### src/core/mfe_regs.svh
// Constants for the media front end: mode encodings, reset values, sizes.
// Assumes inclusion by the package and the modules that need them.
`ifndef MFE_REGS_SVH
`define MFE_REGS_SVH
// ************************************************************
// Sizes
// ************************************************************
`define MFE_DESC_SIZE_BYTES   32'd32
`define MFE_HANDLE_COUNT      8
`define MFE_HANDLE_W          8
`define MFE_PTR_W             32
`define MFE_PAYLOAD_W         256
// ************************************************************
// Mode encodings
// ************************************************************
`define MFE_MODE_PASS         3'h0
`define MFE_MODE_SCAN         3'h1
`define MFE_MODE_VLD          3'h2
// ************************************************************
// Reset values
// ************************************************************
`define MFE_RST_BASE          32'h0000_0000
`define MFE_RST_HANDLE        8'h00
`endif

### src/core/mfe_pkg.sv
// Types shared by the media front end modules.
// Assumes mfe_regs.svh sits on the include path.
`include "mfe_regs.svh"
package mfe_pkg;
    typedef enum logic [5:0] {
        MFE_IDLE   = 6'b000001,
        MFE_ALLOC  = 6'b000010,
        MFE_WAIT_H = 6'b000100,
        MFE_STREAM = 6'b001000,
        MFE_SPAWN  = 6'b010000,
        MFE_FETCH  = 6'b100000
    } mfe_state_t;
endpackage

### src/core/mfe_front_end.sv
// Media front end: turns object commands into root-thread requests.
// Assumes streamer, spawner, state fetch and buffer manager run on clk.
//
// Function
// - Pass-through: one root thread per object
// - Pass-through streams inline/indirect payload to buffer
// - Base from state, index from command
// - Pointer equals base plus index times size
// - After payload, start spawner with pointer, handle
// - Thread requests go only to the spawner
// - State latched at first primitive command
// - Mode select counts as state change
// - State change allocates handles from manager
// - Handles taken strictly in ring order
// - Each thread consumes exactly one handle
// - Spawner release frees handle for reuse
// - Handle buffer holds payload and child area
// - Scan indirect and decode data take one dword per transfer
// - Scan: inline direct, indirect through scan
// - Decode mode payload from indirect bitstream
// - Scratch base and config go to spawner
// - Constant buffer handle relayed to spawner
`timescale 1ns/100ps
module mfe_front_end
    import mfe_pkg::*;
#(
    parameter int NH = `MFE_HANDLE_COUNT,
    parameter int HW = `MFE_HANDLE_W,
    parameter int PW = `MFE_PAYLOAD_W
) (
    input  wire logic              clk,
    input  wire logic              rst_n,
    // Command streamer
    input  wire logic              state_change,
    input  wire logic [2:0]        mode_select,
    input  wire logic              obj_valid,
    input  wire logic [31:0]       obj_desc_index,
    input  wire logic [HW-1:0]     obj_const_handle,
    input  wire logic              data_valid,
    input  wire logic              data_indirect,
    input  wire logic              data_last,
    input  wire logic [PW-1:0]     data_wide,
    output logic                   obj_ready,
    output logic                   data_ready,
    // State fetch unit
    output logic                   state_req,
    input  wire logic              state_valid,
    input  wire logic [31:0]       state_desc_base,
    input  wire logic [31:0]       state_scratch_base,
    input  wire logic [31:0]       state_scratch_cfg,
    // Global buffer manager
    output logic                   alloc_req,
    input  wire logic              alloc_valid,
    input  wire logic [HW-1:0]     alloc_handle,
    // Unified return buffer write port
    output logic                   urb_wr,
    output logic [HW-1:0]          urb_handle,
    output logic [7:0]             urb_row,
    output logic [PW-1:0]          urb_data,
    // Thread spawner
    output logic                   spawn_valid,
    input  wire logic              spawn_ready,
    output logic [31:0]            spawn_desc_ptr,
    output logic [HW-1:0]          spawn_handle,
    output logic [HW-1:0]          spawn_const_handle,
    output logic [31:0]            spawn_scratch_base,
    output logic [31:0]            spawn_scratch_cfg,
    input  wire logic              release_valid,
    input  wire logic [HW-1:0]     release_handle,
    output logic [2:0]             active_mode
);
    // ************************************************************
    // State
    // ************************************************************
    typedef struct packed {
        mfe_state_t          st;
        logic [2:0]          mode;
        logic                latched;
        logic [31:0]         desc_base;
        logic [31:0]         scr_base;
        logic [31:0]         scr_cfg;
        logic [$clog2(NH):0] alloc_cnt;
        logic [31:0]         index;
        logic [HW-1:0]       cbuf;
        logic [HW-1:0]       handle;
        logic [7:0]          row;
        logic                obj_rdy;
        logic                dat_rdy;
        logic                s_req;
        logic                a_req;
        logic                wr;
        logic [PW-1:0]       wdata;
        logic                sp_vld;
        logic [31:0]         sp_ptr;
    } mfe_fe_t;
    mfe_fe_t r;
    mfe_fe_t next_r;
    logic          ring_avail;
    logic [HW-1:0] ring_head;
    logic          ring_take;
    logic          ring_clear;
    logic          scan_in;
    logic          row_valid;
    logic [PW-1:0] row_data;
    logic          pass_mode;
    // ************************************************************
    // Handle pool and per-dword operator
    // ************************************************************
    mfe_handle_ring #(
        .DEPTH          (NH),
        .W              (HW)
    ) u_ring (
        .clk            (clk),
        .rst_n          (rst_n),
        .clear          (ring_clear),
        .load           (alloc_valid && r.st == MFE_ALLOC),
        .load_handle    (alloc_handle),
        .take           (ring_take),
        .release_in     (release_valid),
        .release_handle (release_handle),
        .avail          (ring_avail),
        .head_handle    (ring_head)
    );
    // Only the low dword is fed; the wide bus narrows to the operator rate
    assign scan_in = r.st == MFE_STREAM && data_valid && r.dat_rdy && !pass_mode
                     && (data_indirect || r.mode == `MFE_MODE_VLD);
    mfe_scan_unit #(
        .PW        (PW)
    ) u_scan (
        .clk       (clk),
        .rst_n     (rst_n),
        .dw_valid  (scan_in),
        .dw_data   (data_wide[31:0]),
        .scan_sel  (r.mode == `MFE_MODE_SCAN),
        .row_valid (row_valid),
        .row_data  (row_data)
    );
    assign pass_mode  = r.mode == `MFE_MODE_PASS;
    assign ring_clear = state_change;
    assign ring_take  = r.st == MFE_SPAWN && r.sp_vld && spawn_ready;
    // ************************************************************
    // Command sequencing
    // ************************************************************
    always_comb begin
        next_r = r;
        next_r.wr = 1'b0;
        next_r.s_req = 1'b0;
        next_r.a_req = 1'b0;
        if (state_change) begin
            // New mode is state; pool is rebuilt, fetch waits for first object
            next_r.mode = mode_select;
            next_r.latched = 1'b0;
            next_r.alloc_cnt = '0;
            next_r.st = MFE_ALLOC;
            next_r.obj_rdy = 1'b0;
            next_r.dat_rdy = 1'b0;
            next_r.sp_vld = 1'b0;
        end else begin
            case (r.st)
                MFE_IDLE: begin
                    next_r.obj_rdy = 1'b1;
                    if (obj_valid && r.obj_rdy) begin
                        next_r.obj_rdy = 1'b0;
                        next_r.index = obj_desc_index;
                        next_r.cbuf = obj_const_handle;
                        next_r.st = r.latched ? MFE_WAIT_H : MFE_FETCH;
                        next_r.s_req = !r.latched;
                    end
                end
                MFE_ALLOC: begin
                    next_r.a_req = 1'b1;
                    if (alloc_valid) begin
                        next_r.alloc_cnt = r.alloc_cnt + 1'b1;
                        if (r.alloc_cnt == ($clog2(NH)+1)'(NH-1)) begin
                            next_r.a_req = 1'b0;
                            next_r.st = MFE_IDLE;
                        end
                    end
                end
                MFE_FETCH: begin
                    if (state_valid) begin
                        next_r.desc_base = state_desc_base;
                        next_r.scr_base = state_scratch_base;
                        next_r.scr_cfg = state_scratch_cfg;
                        next_r.latched = 1'b1;
                        next_r.st = MFE_WAIT_H;
                    end
                end
                MFE_WAIT_H: begin
                    if (ring_avail) begin
                        next_r.handle = ring_head;
                        next_r.row = '0;
                        next_r.dat_rdy = 1'b1;
                        next_r.st = MFE_STREAM;
                    end
                end
                MFE_STREAM: begin
                    // Payload lands in the handle's own buffer space
                    if (data_valid && r.dat_rdy) begin
                        if (pass_mode || (!data_indirect
                                && r.mode == `MFE_MODE_SCAN)) begin
                            next_r.wr = 1'b1;
                            next_r.wdata = data_wide;
                            next_r.row = r.row + 8'h01;
                        end
                        if (data_last) begin
                            next_r.dat_rdy = 1'b0;
                            next_r.st = MFE_SPAWN;
                        end
                    end
                end
                MFE_SPAWN: begin
                    if (!r.sp_vld && !r.wr && !row_valid) begin
                        next_r.sp_vld = 1'b1;
                        next_r.sp_ptr = r.desc_base
                            + 32'(r.index * `MFE_DESC_SIZE_BYTES);
                    end else if (r.sp_vld && spawn_ready) begin
                        next_r.sp_vld = 1'b0;
                        next_r.st = MFE_IDLE;
                    end
                end
                default: begin
                    next_r.st = MFE_IDLE;
                end
            endcase
            if (row_valid) begin
                next_r.wr = 1'b1;
                next_r.wdata = row_data;
                next_r.row = r.row + 8'h01;
            end
        end
    end
    always_ff @(posedge clk or negedge rst_n) begin
        if (!rst_n) begin
            r <= '0;
            r.st <= MFE_ALLOC;
            r.desc_base <= `MFE_RST_BASE;
            r.handle <= `MFE_RST_HANDLE;
        end else begin
            r <= next_r;
        end
    end
    // ************************************************************
    // Outputs
    // ************************************************************
    assign obj_ready  = r.obj_rdy;
    assign data_ready = r.dat_rdy;
    assign state_req  = r.s_req;
    assign alloc_req  = r.a_req;
    assign urb_wr     = r.wr;
    assign urb_handle = r.handle;
    assign urb_row    = r.row;
    assign urb_data   = r.wdata;
    // Spawner is the only exit for a thread request
    assign spawn_valid        = r.sp_vld;
    assign spawn_desc_ptr     = r.sp_ptr;
    assign spawn_handle       = r.handle;
    assign spawn_const_handle = r.cbuf;
    assign spawn_scratch_base = r.scr_base;
    assign spawn_scratch_cfg  = r.scr_cfg;
    assign active_mode        = r.mode;
endmodule

### src/core/mfe_handle_ring.sv
// Circular pool of return buffer handles with in-order take.
// Assumes handles are loaded after a state change; releases may come out of order.
`timescale 1ns/100ps
`include "mfe_regs.svh"
module mfe_handle_ring #(
    parameter int DEPTH = `MFE_HANDLE_COUNT,
    parameter int W     = `MFE_HANDLE_W
) (
    input  wire logic         clk,
    input  wire logic         rst_n,
    input  wire logic         clear,
    input  wire logic         load,
    input  wire logic [W-1:0] load_handle,
    input  wire logic         take,
    input  wire logic         release_in,
    input  wire logic [W-1:0] release_handle,
    output logic              avail,
    output logic [W-1:0]      head_handle
);
    localparam int AW = $clog2(DEPTH);
    typedef struct packed {
        logic [DEPTH-1:0][W-1:0] slot;
        logic [DEPTH-1:0]        busy;
        logic [DEPTH-1:0]        used;
        logic [AW-1:0]           head;
        logic [AW-1:0]           fill;
        logic [W-1:0]            out;
    } mfe_ring_t;
    mfe_ring_t r;
    mfe_ring_t next_r;
    always_comb begin
        next_r = r;
        if (clear) begin
            next_r.used = '0;
            next_r.busy = '0;
            next_r.fill = '0;
            next_r.head = '0;
        end else begin
            if (load && !r.used[r.fill]) begin
                next_r.slot[r.fill] = load_handle;
                next_r.used[r.fill] = 1'b1;
                next_r.fill = AW'(r.fill + 1'b1);
            end
            // Release may free any slot; a take always moves the head
            for (int i = 0; i < DEPTH; i++) begin
                if (release_in && r.used[i] && r.slot[i] == release_handle) begin
                    next_r.busy[i] = 1'b0;
                end
            end
            if (take) begin
                next_r.busy[r.head] = 1'b1;
                next_r.head = AW'(r.head + 1'b1);
            end
        end
        next_r.out = next_r.slot[next_r.head];
    end
    always_ff @(posedge clk or negedge rst_n) begin
        if (!rst_n) begin
            r <= '0;
        end else begin
            r <= next_r;
        end
    end
    // Strict order: a free slot behind a busy head still waits
    assign avail       = r.used[r.head] && !r.busy[r.head];
    assign head_handle = r.out;
endmodule

### src/core/mfe_scan_unit.sv
// Per-double-word operator for the scan and decode modes.
// Assumes one double word per valid; packs eight into a payload row.
`timescale 1ns/100ps
`include "mfe_regs.svh"
module mfe_scan_unit #(
    parameter int PW = `MFE_PAYLOAD_W
) (
    input  wire logic          clk,
    input  wire logic          rst_n,
    input  wire logic          dw_valid,
    input  wire logic [31:0]   dw_data,
    input  wire logic          scan_sel,
    output logic               row_valid,
    output logic [PW-1:0]      row_data
);
    localparam int N = PW / 32;
    typedef struct packed {
        logic [PW-1:0]          acc;
        logic [$clog2(N)-1:0]   cnt;
        logic                   vld;
        logic [PW-1:0]          outd;
    } mfe_scan_s_t;
    mfe_scan_s_t s;
    mfe_scan_s_t next_s;
    // Simple reordering stand-in: scan reverses halves, decode passes bits
    function automatic logic [31:0] mfe_op(input logic [31:0] d, input logic sc);
        mfe_op = sc ? {d[15:0], d[31:16]} : d;
    endfunction
    always_comb begin
        next_s = s;
        next_s.vld = 1'b0;
        if (dw_valid) begin
            next_s.acc[s.cnt*32 +: 32] = mfe_op(dw_data, scan_sel);
            next_s.cnt = s.cnt + 1'b1;
            if (s.cnt == N-1) begin
                next_s.vld  = 1'b1;
                next_s.outd = next_s.acc;
            end
        end
    end
    always_ff @(posedge clk or negedge rst_n) begin
        if (!rst_n) begin
            s <= '0;
        end else begin
            s <= next_s;
        end
    end
    assign row_valid = s.vld;
    assign row_data  = s.outd;
endmodule

### config.mk
export PLATFORM = sky130hd
export DESIGN_NAME = mfe_front_end
export DESIGN_NICKNAME = d
export VERILOG_FILES = /design/src/core/mfe_pkg.sv /design/src/core/mfe_front_end.sv /design/src/core/mfe_handle_ring.sv /design/src/core/mfe_scan_unit.sv
export VERILOG_INCLUDE_DIRS = /design/src /design/src/core
export SDC_FILE = /design/constraint.sdc
export NUM_CORES = 2
export LEC_CHECK = 0
export BUFFER_PORTS_ARGS = -buffer_cell sky130_fd_sc_hd__buf_2
export CAP_MARGIN = 20
export CELL_PAD_IN_SITES_DETAIL_PLACEMENT = 0
export CELL_PAD_IN_SITES_GLOBAL_PLACEMENT = 1
export CORE_AREA = 2 2 428 430
export CTS_CLUSTER_SIZE = 24
export DETAILED_ROUTE_END_ITERATION = 10
export DIE_AREA = 0 0 430 432
export PLACE_DENSITY_LB_ADDON = 0.15
export SYNTH_ARGS = -nofsm -noshare
export SYNTH_HDL_FRONTEND = slang
export SYNTH_HIERARCHICAL = 1
export SYNTH_SLANG_ARGS = --single-unit
### constraint.sdc
create_clock -name clk -period 3.36 [get_ports clk]
set_input_delay 0.672 -clock clk [delete_from_list [all_inputs] [get_ports clk]]
set_output_delay 0.672 -clock clk [all_outputs]
set_load 0.05 [all_outputs]
; ---- Yosys cells after proc, flatten, opt, wreduce, memory -nomap -nowiden
; Cells that the tools add are included.
[totals]
ff_bits = 1065
in_bits = 422
output_inout_bits = 393
wordCells = 239
[classes]
magnitude_cmp = 5
n_bitwise = 3
n_eq_ne = 30
shifts = 2
mux = 87
n_addsub = 7
n_reduce_logical = 69
[op_table]
columns = op, n
row1 = $mux 257, 6
row2 = $mux 259, 1
row3 = $bwmux 256, 1
row4 = $shift 32x34->256 const A, 1
row5 = $shiftx 32x34->256, 1
row6 = $mux 97, 2
row7 = $mux 64, 2
row8 = $mux 6, 11
row9 = $bwmux 64, 1
row10 = $eq 8x8->1, 8
row11 = $mux 32, 2
row12 = $mux 8, 8
row13 = $pmux 6 s6, 1
row14 = $mux 1, 35
row15 = $neg 8->34, 1
row16 = $logic_and 1x1->1, 33
row17 = $mux 33, 1
row18 = $add 32x32->32, 1
row19 = $bmux 8 s3, 1
row20 = $demux 8 s3, 1
row21 = $mux 22, 1
row22 = $reduce_bool 2->1, 10
row23 = $ne 3x3->1 const B, 6
row24 = $or 8x8->8, 2
row25 = other kinds (34), 66

; ---- Logic depth before layout (Yosys ltp)
[logic_depth]
ltp_word = 9
mapped_depth = 14

; ---- Modules after synthesis
; The synthesis kept the hierarchy.
[modules_own_cells]
columns = module, instances, cells_per_inst, area_per_inst_um2, seq_area_each_um2
row1 = mfe_front_end, 1, 2344, 24484.7, 11387.2
row2 = mfe_scan_unit, 1, 2447, 24109.4, 12912.4
row3 = mfe_handle_ring, 1, 489, 5481.5, 2352.3

; ---- Least setup slack after synthesis
; Ideal clock, no wire load.
[synth_timing]
path_type = register to register
start = register r[456] (netlist bit)
end = register u_ring.r (netlist bit u_ring/head_handle[0])
stages_incl_launch_ff = 13
setup_time_ns = 0.133
period_less_slack_ns = 3.040
slack_ns = 0.320
t_arrival_ns = 2.907
required_ns = 3.227
path_cell_list = dfrtp_1 buf_6 or4_4 nor3b_4 and3_1 buf_4 xor2_2 nand2_1 or3_1 buf_4 o221a_1 a22oi_1 a22oi_1
[synth_rtl]
columns = item, line_no
row1 = "start, declared", mfe_front_end.sv:96  ; mfe_fe_t r;
row2 = "start signal, assigned", mfe_front_end.sv:240  ; r <= next_r;
row3 = "end signal, assigned", mfe_handle_ring.sv:61  ; r <= next_r;
row4 = "end, declared", mfe_handle_ring.sv:29  ; mfe_ring_t r;

==> impl_metrics.json <==
{
  "status": "finished clean",
  "grt_pass1_vias": 39140,
  "drt_iter0_drc": 2793,
  "pwr-share-seq_pct": 43.1,
  "grt_pass1_wl_microns": 278800,
  "hold_viol_final": 0,
  "max_clock_freq_mhz": 318.0,
  "syn_inst": 5280,
  "ys_seq_elements": 1065,
  "ir_worst_vdd_mv": 0.3852,
  "r2r-start": "r[454]",
  "die_y_microns": 432,
  "synth_edf_count": 0,
  "swShare_pct": 25.71,
  "finalCriticalPeriod_ns": 3.145,
  "cap_violations": 0,
  "start_util_pct": 29.76,
  "critPathCaptureType": "register",
  "synth_area_per_cell_sq_um": 10.24,
  "ys.flop_type": "dfrtp_1",
  "slew_viol_final": 0,
  "syn-num-nets": 5738,
  "crit_top_cell": "a22oi_1",
  "slew_headroom_pct": 26.75,
  "cts_buffer_depth": 3,
  "drt-met1-wl_microns": 82520,
  "gp_congestion": 0.8011,
  "cp.arrival_ns": 3.80,
  "dp_hpwl_microns": 133600,
  "io_buffers": 809,
  "vias_per_cell": 5.061,
  "drt-total-wl_microns": 190900,
  "die_w_microns": 430,
  "drc": 0,
  "critPathLaunch": "r[454]",
  "cts_tree": "built",
  "static-leakage-power_nw": 27.19,
  "cp_max_fo": 8,
  "p_sw_mw": 8.002,
  "routed-wl-met3_microns": 8901,
  "met2_length_microns": 93880,
  "grt_max_degree": 166,
  "clock-sinks": 1065,
  "ioPinCount": 815,
  "hold_class": "primary input to register",
  "synthArstFlopShare_pct": 100.0,
  "overflow": 0,
  "holdCritStartpoint": "state_desc_base[25]",
  "worst_pin_slew_ns": 1.099,
  "routed-via-count": 39710,
  "syn_to_final_growth_pct": 12.55,
  "clkPwrFrac_pct": 48.5,
  "comb_power_share_pct": 8.4,
  "ys_warn_count": 6,
  "rows": 157,
  "cts_buffers": 137,
  "finalSetupViolCount": 0,
  "ys_types": 96,
  "power_density_mw_per_mm2": 511.3,
  "wire_per_inst_microns": 24.33,
  "intPower_mw": 23.12,
  "die_area_sq_mm": 0.1858,
  "clk_pin_slew_ns": 0.06,
  "nets": 5796,
  "period_share_pct": 93.60,
  "power.total_mw": 31.12,
  "cp.required_ns": 4.01,
  "drive_above_1_share_pct": 28.54,
  "ant_nets": 0,
  "path_class": "register to register",
  "clockRootBuffer": "clkbuf_16",
  "htreeDepth": 4,
  "synth_area_sq_mm": 0.05408,
  "seq_area_frac_synth_pct": 49.29,
  "drt_pass1_iterations": 7,
  "clk_latency_ns": 0.79,
  "slowest_stage": "or4_4",
  "core_area_sq_mm": 0.1817,
  "max_stage_delay_ns": 0.58,
  "grt_usage_pct": 20.12,
  "crit_path_cell_trace": "or4_4 -> nor3b_4 -> and3_2 -> nand2_2 -> mux2i_4 -> inv_2 -> or3_1 -> o221a_1 -> a22oi_1 -> a22oi_1",
  "skew_ns": 0.02424,
  "fin_setup_tns_ns": 0,
  "rsz0062_at_grt": "false",
  "route.top_layer_used": "met5",
  "grt_antenna_before_repair": 37,
  "crit_path_start_kind": "register"
}
-- layout make-up --
cell class | instances | area (sq um)
diodes | 13 | 32.53
clock buffers | 209 | 4121
clock inverters | 41 | 488.0
fillers | 18670 | 120800
inverters | 30 | 117.6
multi-input cells | 3119 | 20620
flip-flops and latches | 1065 | 26660
well taps | 2385 | 2984
repair buffers | 985 | 5843
-- final timing paths --
path,end,slack [ns],depth (start not counted)
hold / removal,r[443],0.10,2
max in group asynchronous,urb_data[11],1.78,4
hold reg to reg,state_req,0.46,1
min in group asynchronous,r[436],0.48,2
setup reg to reg,u_ring/head_handle[1],0.22,10
setup / recovery,u_ring/head_handle[1],0.22,10
-- cells in the mapped netlist (all sizes together), types with 31 or more instances --
cell	instances	area share, %
mux2	241	5.0
xor2	64	1.1
clkbuf	277	1.9
nand3	69	0.67
nand4	31	0.40
o21ai	768	7.1
o21a	127	1.8
ha	35	0.81
nor2	126	0.88
a22oi	539	7.5
nand2	460	3.2
dfrtp	1064	49
a21oi	185	1.8
buf	789	11
or2	68	0.79
mux2i	136	2.5
o311ai	34	0.56
-- registers in the layout, summed over array words and instances (netlist names), 32 cells and up --
register	count
r	70
spawn_desc_ptr	32
spawn_scratch_base	32
spawn_scratch_cfg	32
u_ring/r	86
u_scan/row_data	256
u_scan/s	259
urb_data	256
-- stage by stage --
stage                     cell area, sq um  cells  util (%)  hold slack, ns  worst slack, ns
after floorplan                      54080   5280         -          0.3764           0.3203
after global placement               56210   7583     30.93          0.4515          0.07511
after detailed placement             56210   7583     30.93          0.4579          0.04435
after CTS                            60830   7834     33.48         0.01274          0.02304
after global routing                 60850   7843     33.49         0.04863          0.02461
final                                60860   7847     33.50          0.1022           0.2151
-- logic make-up (layout without fill, tap and decap cells) --
family	after synthesis	count (layout)	share of synthesized area [%]
AO/OA/AOI/OAI	1767	1767	20.63
buffers and inverters	1096	1265	12.91
flip-flops	1065	1065	49.29
AND/OR/NAND/NOR	854	854	7.379
multiplexers	377	377	7.559
XOR/XNOR	85	85	1.391
adder cells (fa/ha/maj)	36	36	0.8469
other	0	13	0
-- per-layer routing --
metal  vias up  global-route usage, %
met5         -                      0
met4        10                  6.436
met3       251                  3.480
met2      1074                  33.78
met1     19970                  26.26
li1      18400                      -
-- power groups by stage --
stage	Combinational (mW)	Clock, mW	Sequential [mW]
floorplan	1.60	0	13.5
global placement	2.66	0	13.6
detailed placement	2.67	0	13.6
CTS	2.68	15.6	13.4
global route	2.87	16.1	13.4
finish	2.62	15.1	13.4
-- worst max-delay path: cells and delay by family, from the launching register on --
family | cells | cell delay [ns]
muxes | 1 | 0.24
buffers and inverters | 1 | 0.06
DFF | 1 | 0.38
and+or+nand+nor | 5 | 1.74
AOI/OAI and AO/OA | 3 | 0.61
-- timing repair --
item / 4_1_cts / 5_1_grt
setup buffers: 0 / 0
hold buffers: 1 / 0
setup endpoints to repair: 0 / 8
gates resized for setup: 0 / 3
endpoints found under the hold margin: 18 / 0
-- placed cells by master (no fill, tap or decap), types with 18 or more instances in the layout --
cell,count
a21oi_1,166
a21oi_2,19
a22oi_1,539
buf_12,36
buf_2,807
buf_4,139
clkbuf_1,32
clkbuf_16,139
clkbuf_8,38
clkinv_2,20
dfrtp_1,1063
ha_1,35
inv_1,25
mux2_2,231
mux2i_1,114
mux2i_2,21
nand2_1,457
nand3_1,64
nand4_1,29
nor2_1,123
o21a_1,127
o21ai_0,653
o21ai_1,115
o311ai_0,32
or2_0,44
or2_2,18
xnor2_1,21
xor2_1,63
(Power assumes the default switching activity.)
